--- src/dmc_pkg.sv ---
/*
 Constants for the converter mode-control register bank: register indices,
 reset values, writable-bit masks and field positions.
 Assumes byte-wide registers reached only through the serial port.
*/
package dmc_pkg;
   localparam int DMC_DW = 8;
   localparam int DMC_AW = 5;
   localparam int DMC_NREG = 14;

   localparam logic [4:0] DMC_A_SERIAL = 5'h00;
   localparam logic [4:0] DMC_A_FILTER = 5'h01;
   localparam logic [4:0] DMC_A_FORMAT = 5'h02;
   localparam logic [4:0] DMC_A_CLKOUT = 5'h03;
   localparam logic [4:0] DMC_A_LOOP = 5'h04;
   localparam logic [4:0] DMC_A_I_FINE = 5'h05;
   localparam logic [4:0] DMC_A_I_COARSE = 5'h06;
   localparam logic [4:0] DMC_A_I_OFS_HI = 5'h07;
   localparam logic [4:0] DMC_A_I_OFS_LO = 5'h08;
   localparam logic [4:0] DMC_A_Q_FINE = 5'h09;
   localparam logic [4:0] DMC_A_Q_COARSE = 5'h0a;
   localparam logic [4:0] DMC_A_Q_OFS_HI = 5'h0b;
   localparam logic [4:0] DMC_A_Q_OFS_LO = 5'h0c;
   localparam logic [4:0] DMC_A_VERSION = 5'h0d;

   // Real mix mode is the only bit that comes up set
   localparam logic [7:0] DMC_RST_VAL [0:13] = '{
      8'h00, 8'h04, 8'h00, 8'h00, 8'h00, 8'h00, 8'h00,
      8'h00, 8'h00, 8'h00, 8'h00, 8'h00, 8'h00, 8'h00};
   // Bits that hold host data; all others ignore writes and read zero, except 0x00 bit 1 (lock status) and 0x0d (version)
   localparam logic [7:0] DMC_WR_MASK [0:13] = '{
      8'hdc, 8'hff, 8'hf7, 8'h83, 8'hc7, 8'hff, 8'h0f,
      8'hff, 8'h83, 8'hff, 8'h0f, 8'hff, 8'h83, 8'h00};

   localparam int DMC_B_BIDIR = 7;
   localparam int DMC_B_LSB_FIRST = 6;
   localparam int DMC_B_SOFT_RST = 5;
   localparam int DMC_B_SLEEP = 4;
   localparam int DMC_B_PWR_DOWN = 3;
   localparam int DMC_B_ONE_RES = 2;
   localparam int DMC_B_LOCK = 1;
   localparam int DMC_B_SPCLK_INV = 2;
   localparam int DMC_B_SEL_INV = 1;
   localparam int DMC_B_OFS_DIR = 7;
   localparam int DMC_B_READ = 7;

   localparam logic [4:0] DMC_CNT_INSTR_LAST = 5'd7;
   localparam logic [4:0] DMC_CNT_DATA_LAST = 5'd15;
   localparam logic [4:0] DMC_CNT_ZERO = 5'd0;
endpackage

--- src/dmc_mode_regs.sv ---
/*
 Mode-control register bank with its serial port slave.
 Assumes the serial clock, select and data pins are asynchronous to
 i_core_clk and at least four times slower; one byte per frame after an
 instruction byte (bit 7 read, bits 4:0 address). Pin levels are worked
 out from the enables outside.
*/
`timescale 1ns/100ps
// Notes on behaviour
// - Registers 0x00-0x0d reached only through serial port
// - Reset defaults: input-only, MSB first, loop off
// - Address 0x00 bit 2 selects shared resistor
// - Address 0x02 bit 2 inverts single port clock
// - Address 0x02 bit 1 inverts channel select
// - Offset direction bit 7 picks complement output
// - Soft reset bit resets others to defaults, 0x00 takes rest of byte
// - Address 0x01 bits 7:6 pick interpolation
// - Address 0x01 bits 5:4 pick modulation
// - Offset magnitude is ten bits, high byte first
module dmc_mode_regs #(
   parameter logic [7:0] VERSION_ID = 8'h0a // Arbitrary value
) (
   input wire logic i_core_clk,
   input wire logic i_rst,
   input wire logic i_spi_clk,
   input wire logic i_spi_cs_n,
   input wire logic i_sdio,
   output logic o_sdio,
   output logic o_sdio_oe_n,
   output logic o_sdo,
   output logic o_sdo_oe_n,
   input wire logic i_loop_locked,
   input wire logic i_single_port_clock_raw,
   input wire logic i_channel_select,
   output logic o_single_port_clock,
   output logic o_channel_select_eff,
   output logic o_restart,
   output logic o_sdio_bidir,
   output logic o_lsb_first,
   output logic o_sleep,
   output logic o_power_down,
   output logic o_single_resistor,
   output logic [1:0] o_interp_sel,
   output logic [1:0] o_mod_sel,
   output logic o_zero_stuff,
   output logic o_real_mix,
   output logic o_mod_positive,
   output logic o_pin8_is_clock,
   output logic o_unsigned_data,
   output logic o_one_port,
   output logic o_clk_strong,
   output logic o_data_clk_invert,
   output logic o_q_first,
   output logic o_clk_on_sdo,
   output logic [1:0] o_prescale_sel,
   output logic o_loop_enable,
   output logic o_pump_manual,
   output logic [2:0] o_pump_current,
   output logic [dmc_pkg::DMC_DW-1:0] o_i_fine_gain,
   output logic [3:0] o_i_coarse_gain,
   output logic [9:0] o_i_offset_mag,
   output logic o_i_offset_to_comp,
   output logic [dmc_pkg::DMC_DW-1:0] o_q_fine_gain,
   output logic [3:0] o_q_coarse_gain,
   output logic [9:0] o_q_offset_mag,
   output logic o_q_offset_to_comp
);
   import dmc_pkg::*;

   logic [7:0] regs_r [0:DMC_NREG-1];
   logic [2:0] sclk_s_r, csn_s_r;
   logic [1:0] sdi_s_r, lock_s_r, spc_s_r, sel_s_r;
   logic [4:0] cnt_r;
   logic [7:0] sh_r, instr_r, out_r, wr_data_r;
   logic out_bit_r, wr_stb_r, restart_r, spc_r, sel_r;
   logic [4:0] wr_addr_r;

   // Third stage only feeds edge detection, never the first stage
   always_ff @(posedge i_core_clk) begin
      if (i_rst) begin
         sclk_s_r <= 3'h0;
         csn_s_r <= 3'h7;
         sdi_s_r <= 2'h0;
         lock_s_r <= 2'h0;
         spc_s_r <= 2'h0;
         sel_s_r <= 2'h0;
      end else begin
         sclk_s_r <= {sclk_s_r[1:0], i_spi_clk};
         csn_s_r <= {csn_s_r[1:0], i_spi_cs_n};
         sdi_s_r <= {sdi_s_r[0], i_sdio};
         lock_s_r <= {lock_s_r[0], i_loop_locked};
         spc_s_r <= {spc_s_r[0], i_single_port_clock_raw};
         sel_s_r <= {sel_s_r[0], i_channel_select};
      end
   end

   wire sel_n = csn_s_r[1];
   wire sclk_rise = sclk_s_r[1] & ~sclk_s_r[2] & ~sel_n;
   wire sclk_fall = ~sclk_s_r[1] & sclk_s_r[2] & ~sel_n;
   wire lsb_first = regs_r[0][DMC_B_LSB_FIRST];
   wire [7:0] sh_nxt = lsb_first ? {sdi_s_r[1], sh_r[7:1]} : {sh_r[6:0], sdi_s_r[1]};
   wire is_read = instr_r[DMC_B_READ];
   wire in_data = (cnt_r > DMC_CNT_INSTR_LAST);
   wire instr_done = sclk_rise & (cnt_r == DMC_CNT_INSTR_LAST);
   wire data_done = sclk_rise & (cnt_r == DMC_CNT_DATA_LAST);
   wire [4:0] rd_addr = sh_nxt[4:0];
   wire rd_mapped = (rd_addr <= DMC_A_VERSION);

   // Read view: lock status only means something with the loop on
   wire lock_view = lock_s_r[1] & regs_r[4][7];
   wire [7:0] reg0_view = {regs_r[0][7:2], lock_view, 1'b0};
   wire [7:0] rd_data = !rd_mapped ? 8'h00 :
                        (rd_addr == DMC_A_SERIAL) ? reg0_view :
                        (rd_addr == DMC_A_VERSION) ? VERSION_ID :
                        regs_r[rd_addr[3:0]];
   wire soft_rst = wr_stb_r & (wr_addr_r == DMC_A_SERIAL) & wr_data_r[DMC_B_SOFT_RST];

   always_ff @(posedge i_core_clk) begin
      if (i_rst || sel_n) begin
         cnt_r <= DMC_CNT_ZERO;
         sh_r <= 8'h00;
      end else if (sclk_rise) begin
         cnt_r <= cnt_r + 5'd1;
         sh_r <= sh_nxt;
      end
   end

   always_ff @(posedge i_core_clk) begin
      if (i_rst) begin
         instr_r <= 8'h00;
         out_r <= 8'h00;
         out_bit_r <= 1'b0;
      end else if (instr_done) begin
         instr_r <= sh_nxt;
         out_r <= rd_data;
      end else if (sclk_fall && in_data) begin
         out_bit_r <= lsb_first ? out_r[0] : out_r[7];
         out_r <= lsb_first ? {1'b0, out_r[7:1]} : {out_r[6:0], 1'b0};
      end
   end

   always_ff @(posedge i_core_clk) begin
      if (i_rst) begin
         wr_stb_r <= 1'b0;
         wr_addr_r <= 5'h00;
         wr_data_r <= 8'h00;
      end else begin
         wr_stb_r <= data_done & ~is_read;
         wr_addr_r <= instr_r[4:0];
         wr_data_r <= sh_nxt;
      end
   end

   // Soft reset spares address 0x00, which takes the rest of the written byte; the bit itself is never stored
   genvar g;
   generate
      for (g = 0; g < DMC_NREG; g++) begin : g_reg
         always_ff @(posedge i_core_clk) begin
            if (i_rst)
               regs_r[g] <= DMC_RST_VAL[g];
            else if (soft_rst && g != 0)
               regs_r[g] <= DMC_RST_VAL[g];
            else if (wr_stb_r && wr_addr_r == 5'(g))
               regs_r[g] <= wr_data_r & DMC_WR_MASK[g];
         end
      end
   endgenerate

   // Pin inversions are registered once more so outputs stay glitch free
   always_ff @(posedge i_core_clk) begin
      if (i_rst) begin
         restart_r <= 1'b0;
         spc_r <= 1'b0;
         sel_r <= 1'b0;
      end else begin
         restart_r <= soft_rst;
         spc_r <= spc_s_r[1] ^ regs_r[2][DMC_B_SPCLK_INV];
         sel_r <= sel_s_r[1] ^ regs_r[2][DMC_B_SEL_INV];
      end
   end

   wire drive_rd = ~sel_n & is_read & in_data;
   wire bidir = regs_r[0][DMC_B_BIDIR];
   assign o_sdio = out_bit_r;
   assign o_sdio_oe_n = ~(drive_rd & bidir);
   assign o_sdo = out_bit_r;
   assign o_sdo_oe_n = ~(drive_rd & ~bidir);
   assign o_single_port_clock = spc_r;
   assign o_channel_select_eff = sel_r;
   assign o_restart = restart_r;
   assign o_sdio_bidir = bidir;
   assign o_lsb_first = lsb_first;
   assign o_sleep = regs_r[0][DMC_B_SLEEP];
   assign o_power_down = regs_r[0][DMC_B_PWR_DOWN];
   assign o_single_resistor = regs_r[0][DMC_B_ONE_RES];
   assign o_interp_sel = regs_r[1][7:6];
   assign o_mod_sel = regs_r[1][5:4];
   assign o_zero_stuff = regs_r[1][3];
   assign o_real_mix = regs_r[1][2];
   assign o_mod_positive = regs_r[1][1];
   assign o_pin8_is_clock = regs_r[1][0];
   assign o_unsigned_data = regs_r[2][7];
   assign o_one_port = regs_r[2][6];
   assign o_clk_strong = regs_r[2][5];
   assign o_data_clk_invert = regs_r[2][4];
   assign o_q_first = regs_r[2][0];
   assign o_clk_on_sdo = regs_r[3][7];
   assign o_prescale_sel = regs_r[3][1:0];
   assign o_loop_enable = regs_r[4][7];
   assign o_pump_manual = regs_r[4][6];
   assign o_pump_current = regs_r[4][2:0];
   assign o_i_fine_gain = regs_r[5];
   assign o_i_coarse_gain = regs_r[6][3:0];
   assign o_i_offset_mag = {regs_r[7], regs_r[8][1:0]};
   assign o_i_offset_to_comp = regs_r[8][DMC_B_OFS_DIR];
   assign o_q_fine_gain = regs_r[9];
   assign o_q_coarse_gain = regs_r[10][3:0];
   assign o_q_offset_mag = {regs_r[11], regs_r[12][1:0]};
   assign o_q_offset_to_comp = regs_r[12][DMC_B_OFS_DIR];
endmodule // dmc_mode_regs

--- config.mk ---
export PLATFORM = sky130hd
export DESIGN_NAME = dmc_mode_regs
export DESIGN_NICKNAME = d
export VERILOG_FILES = /design/src/dmc_pkg.sv /design/src/dmc_mode_regs.sv
export SDC_FILE = /design/constraint.sdc
export NUM_CORES = 1
export LEC_CHECK = 0
export BUFFER_PORTS_ARGS = -buffer_cell sky130_fd_sc_hd__buf_2
export CAP_MARGIN = 20
export CORE_AREA = 4 4 193 101
export DETAILED_ROUTE_END_ITERATION = 16
export DIE_AREA = 0 0 197 105
export HOLD_SLACK_MARGIN = 0.1
export PLACE_DENSITY = 0.6
export SYNTH_ARGS = -nofsm -noshare
export SYNTH_HDL_FRONTEND = slang
export SYNTH_SLANG_ARGS = --single-unit
--- constraint.sdc ---
create_clock -name i_core_clk -period 3 [get_ports i_core_clk]
set_input_delay 0.6 -clock i_core_clk [delete_from_list [all_inputs] [get_ports i_core_clk]]
set_output_delay 0.6 -clock i_core_clk [all_outputs]
set_load 0.02 [all_outputs]
==> flow_summary.toml <==
[run_status]
outcome = "finished, final reports clean"

[pwr]
p_sw_w = 0.001115
combinationalPowerShare_pct = 6.2
p_int_w = 0.003185
pwr-share-seq_pct = 47.0
finalPower_w = 0.004300
peakVddDrop_mv = 0.3495
clkPwrFrac_pct = 46.7
switching_share_pct = 25.92
p_leak_nw = 2.885
powerDensity_mw_per_mm2 = 576.0

[synth]
synth_top_cell_by_area = "edfxtp_1"
synth_edf_count = 74
synth_cells = 571
synth_mux_area_share_pct = 5.740
syn_area_mm2 = 0.006147
async_flop_share_pct = 0
synth_ff_type = "edfxtp_1"
yosys.cell_types.count = 64
syn-num-nets = 581
yosys_warnings = 0
synth_fa_ha_area_share_pct = 0.4071
synth_top_area_share_pct = 36.15
yosys-top-cells-area = "edfxtp_1 (36%), dfxtp_1 (19%), and2_1 (7.2%)"
synth_top_family_by_area = "simple AND/OR/NAND/NOR gates"
yosys-top-cells-count = "edfxtp_1 (74), and2_1 (71), dfxtp_1 (58), nor2_1 (48), a21oi_1 (28)"
avgSynthCellArea_um2 = 10.77
synth_seq_cells = 132
synthSimpleGateAreaFrac_pct = 21.35
synth_compound_area_share_pct = 13.03
synth-xor-area-share_pct = 0.7124
synthMostInstantiatedCell = "edfxtp_1"
yosysSeqAreaShare_pct = 55.04

[placement]
port_buffers = 86
dp_slack_ps = 405.0
globalplace.congestion = 0.9801
hpwl_um = 16840
place_inst = 888

[final_layout]
diodes = 0
area_growth_pct = 21.43
finalNonFillerCells = 920
nets = 677
finish.utilization_pct = 41.57
multi_input_comb_area_mm2 = 0.002535
regArea_mm2 = 0.003383
nFillCells = 1736
drive_gt1_share_pct = 24.12

[global_route]
grt-ovfl-total = 0
grt_pass1_wl_um = 32310
first_global_vias = 4843
track_usage_pct = 21.27
grt_start_max_net_pins = 29
antenna_found_initial = 0

[critical_path]
crit_cells = 7
cpPeakStageDelay_ps = 820
cp-start-kind = "flip-flop"
cp.required_ps = 3300
critical_path_class = "reg -> reg"
arrival_ps = 2960
endpoint_kind = "flip-flop"
reg2reg_depth = 7
crit_chain = "mux2i_4 -> buf_4 -> mux2i_1 -> o32ai_1 -> o221ai_1 -> a221oi_2 -> o221a_2"
cp_top_family = "flip-flops"
r2r_slack_ps = 350
crit_buf_inv = 1
critPathSlowestCell = "edfxtp_1"
path_max_fanout = 19

[timing]
hold_viol_final = 0
fmax_ghz = 0.3771
finalCriticalPeriod_ps = 2652
setup_viol = 0
worst_pin_slew_ps = 865.0
fin_ws_ps = 347.9
period_share_pct = 88.40
fin_tns_setup_ps = 0
maxSlewHeadroom_pct = 42.33
finClkSkew_ps = 12.80
slew_viol_final = 0
rsz0062_at_grt = "false"

[clock_network]
post_cts_buffers = 0
hold_buffers = 0
cts_resized = 0
clock_latency_ps = 430
cts_buffer_depth = 2
clk_pin_slew_worst_paths_ps = 70
h-tree-depth = 4
cts.sinks = 132
clockRootBuffer = "clkbuf_16"
cts_tree = "done"
cts_buffers = 17

[drt]
wl_per_cell_um = 23.99
drtIter0Drc = 615
drt_wl_total_um = 22070
vias = 5084
drc = 0
firstDrtPassIters = 7
via_per_inst = 5.526
ant_nets = 0

[floorplanning]
initial_core_util_pct = 34.24
io_pins = 87
row_count = 35
dieWidth_um = 197
dieHeight_um = 105
die-area_mm2 = 0.02069
coreArea_mm2 = 0.01795

[worst_hold_path]
hold_path_depth = 2
hold_path_class = "in -> reg"

[flow_run]
drv_cap = 0
[layer usage]
| layer | part of all wire, % | vias to the layer above | global-route usage (%) |
|---|---|---|---|
| li1 | - | 2272 | - |
| met3 | 12 | 28 | 7.925 |
| met5 | 0 | - | 0 |
| met4 | 1.1 | 0 | 4.550 |
| met2 | 38 | 278 | 27.08 |
| met1 | 49 | 2506 | 33.39 |
[logic make-up (layout without fill, tap and decap cells)]
kind of cell | count (synthesis) | in the layout
and+or+nand+nor | 234 | 234
muxes | 30 | 30
DFF | 132 | 132
adders and majority gates | 2 | 2
xor gates and xnor gates | 5 | 5
AOI/OAI and AO/OA | 118 | 118
buffers and inverters | 50 | 159
[path summary, 6_finish.rpt]
path / from / endpoint
setup reg to reg: regs_r[0][6]$_SDFFCE_PN0P_ / out_r[1]$_SDFFE_PP0P_
hold reg to reg: csn_s_r[0]$_SDFF_PP1_ / csn_s_r[1]$_SDFF_PP1_
setup / recovery: regs_r[0][6]$_SDFFCE_PN0P_ / out_r[1]$_SDFFE_PP0P_
hold / removal: i_spi_cs_n / csn_s_r[0]$_SDFF_PP1_
[power by group through the flow]
stage,clock (W),sequential (W),combinational (W)
detailed placement,0,0.00206,0.000266
global placement,0,0.00206,0.000265
floorplan,0,0.00209,0.000108
finish,0.00201,0.00202,0.000269
global route,0.00211,0.00203,0.000284
CTS,0.00202,0.00202,0.000266
[cells in the final DEF, fill, tap and decap left out, drive strengths merged, types with 3 or more instances in the layout]
cell type,instances
clkbuf,19
a21oi,28
and3b,3
a21o,4
mux2i,26
nor2b,19
o21ai,24
xnor2,3
or2,6
nand2,23
a31oi,5
nor2,48
buf,113
nand4,3
dfxtp,58
and2,71
nand3b,4
o211ai,3
clkinv,4
o221ai,10
nand4b,5
nor3,13
edfxtp,74
inv,19
clkinvlp,4
and3,8
o22ai,7
nor3b,3
nand3,10
a211oi,15
nand2b,13
[flip-flops by register name, summed over array words and instances, names as in the netlist]
register,flops
o_channel_select_eff,1
regs_r,74
o_sdio,1
lock_s_r,2
wr_stb_r,1
wr_addr_r,5
sh_r,8
sel_s_r,2
instr_r,6
o_single_port_clock,1
spc_s_r,2
cnt_r,5
sclk_s_r,3
wr_data_r,8
csn_s_r,2
sdi_s_r,2
out_r,8
o_restart,1
[layout make-up]
type	count	area share, %
clock buffers	19	6.219
clock inverters	13	1.291
inverters	14	0.7040
multi-input cells	389	33.96
flip-flops and latches	132	45.32
well taps	240	4.023
repair buffers	113	8.481
[stage by stage]
step | instance area [um^2] | hold WS (ps)
3_5_place_dp | 6904 | 398.0
3_3_place_gp | 6904 | 398.5
2_1_floorplan | 6147 | 389.5
4_1_cts | 7465 | 354.9
5_1_grt | 7465 | 360.9
6_report | 7465 | 356.6
No activity file was read; power rests on OpenSTA's default activity.
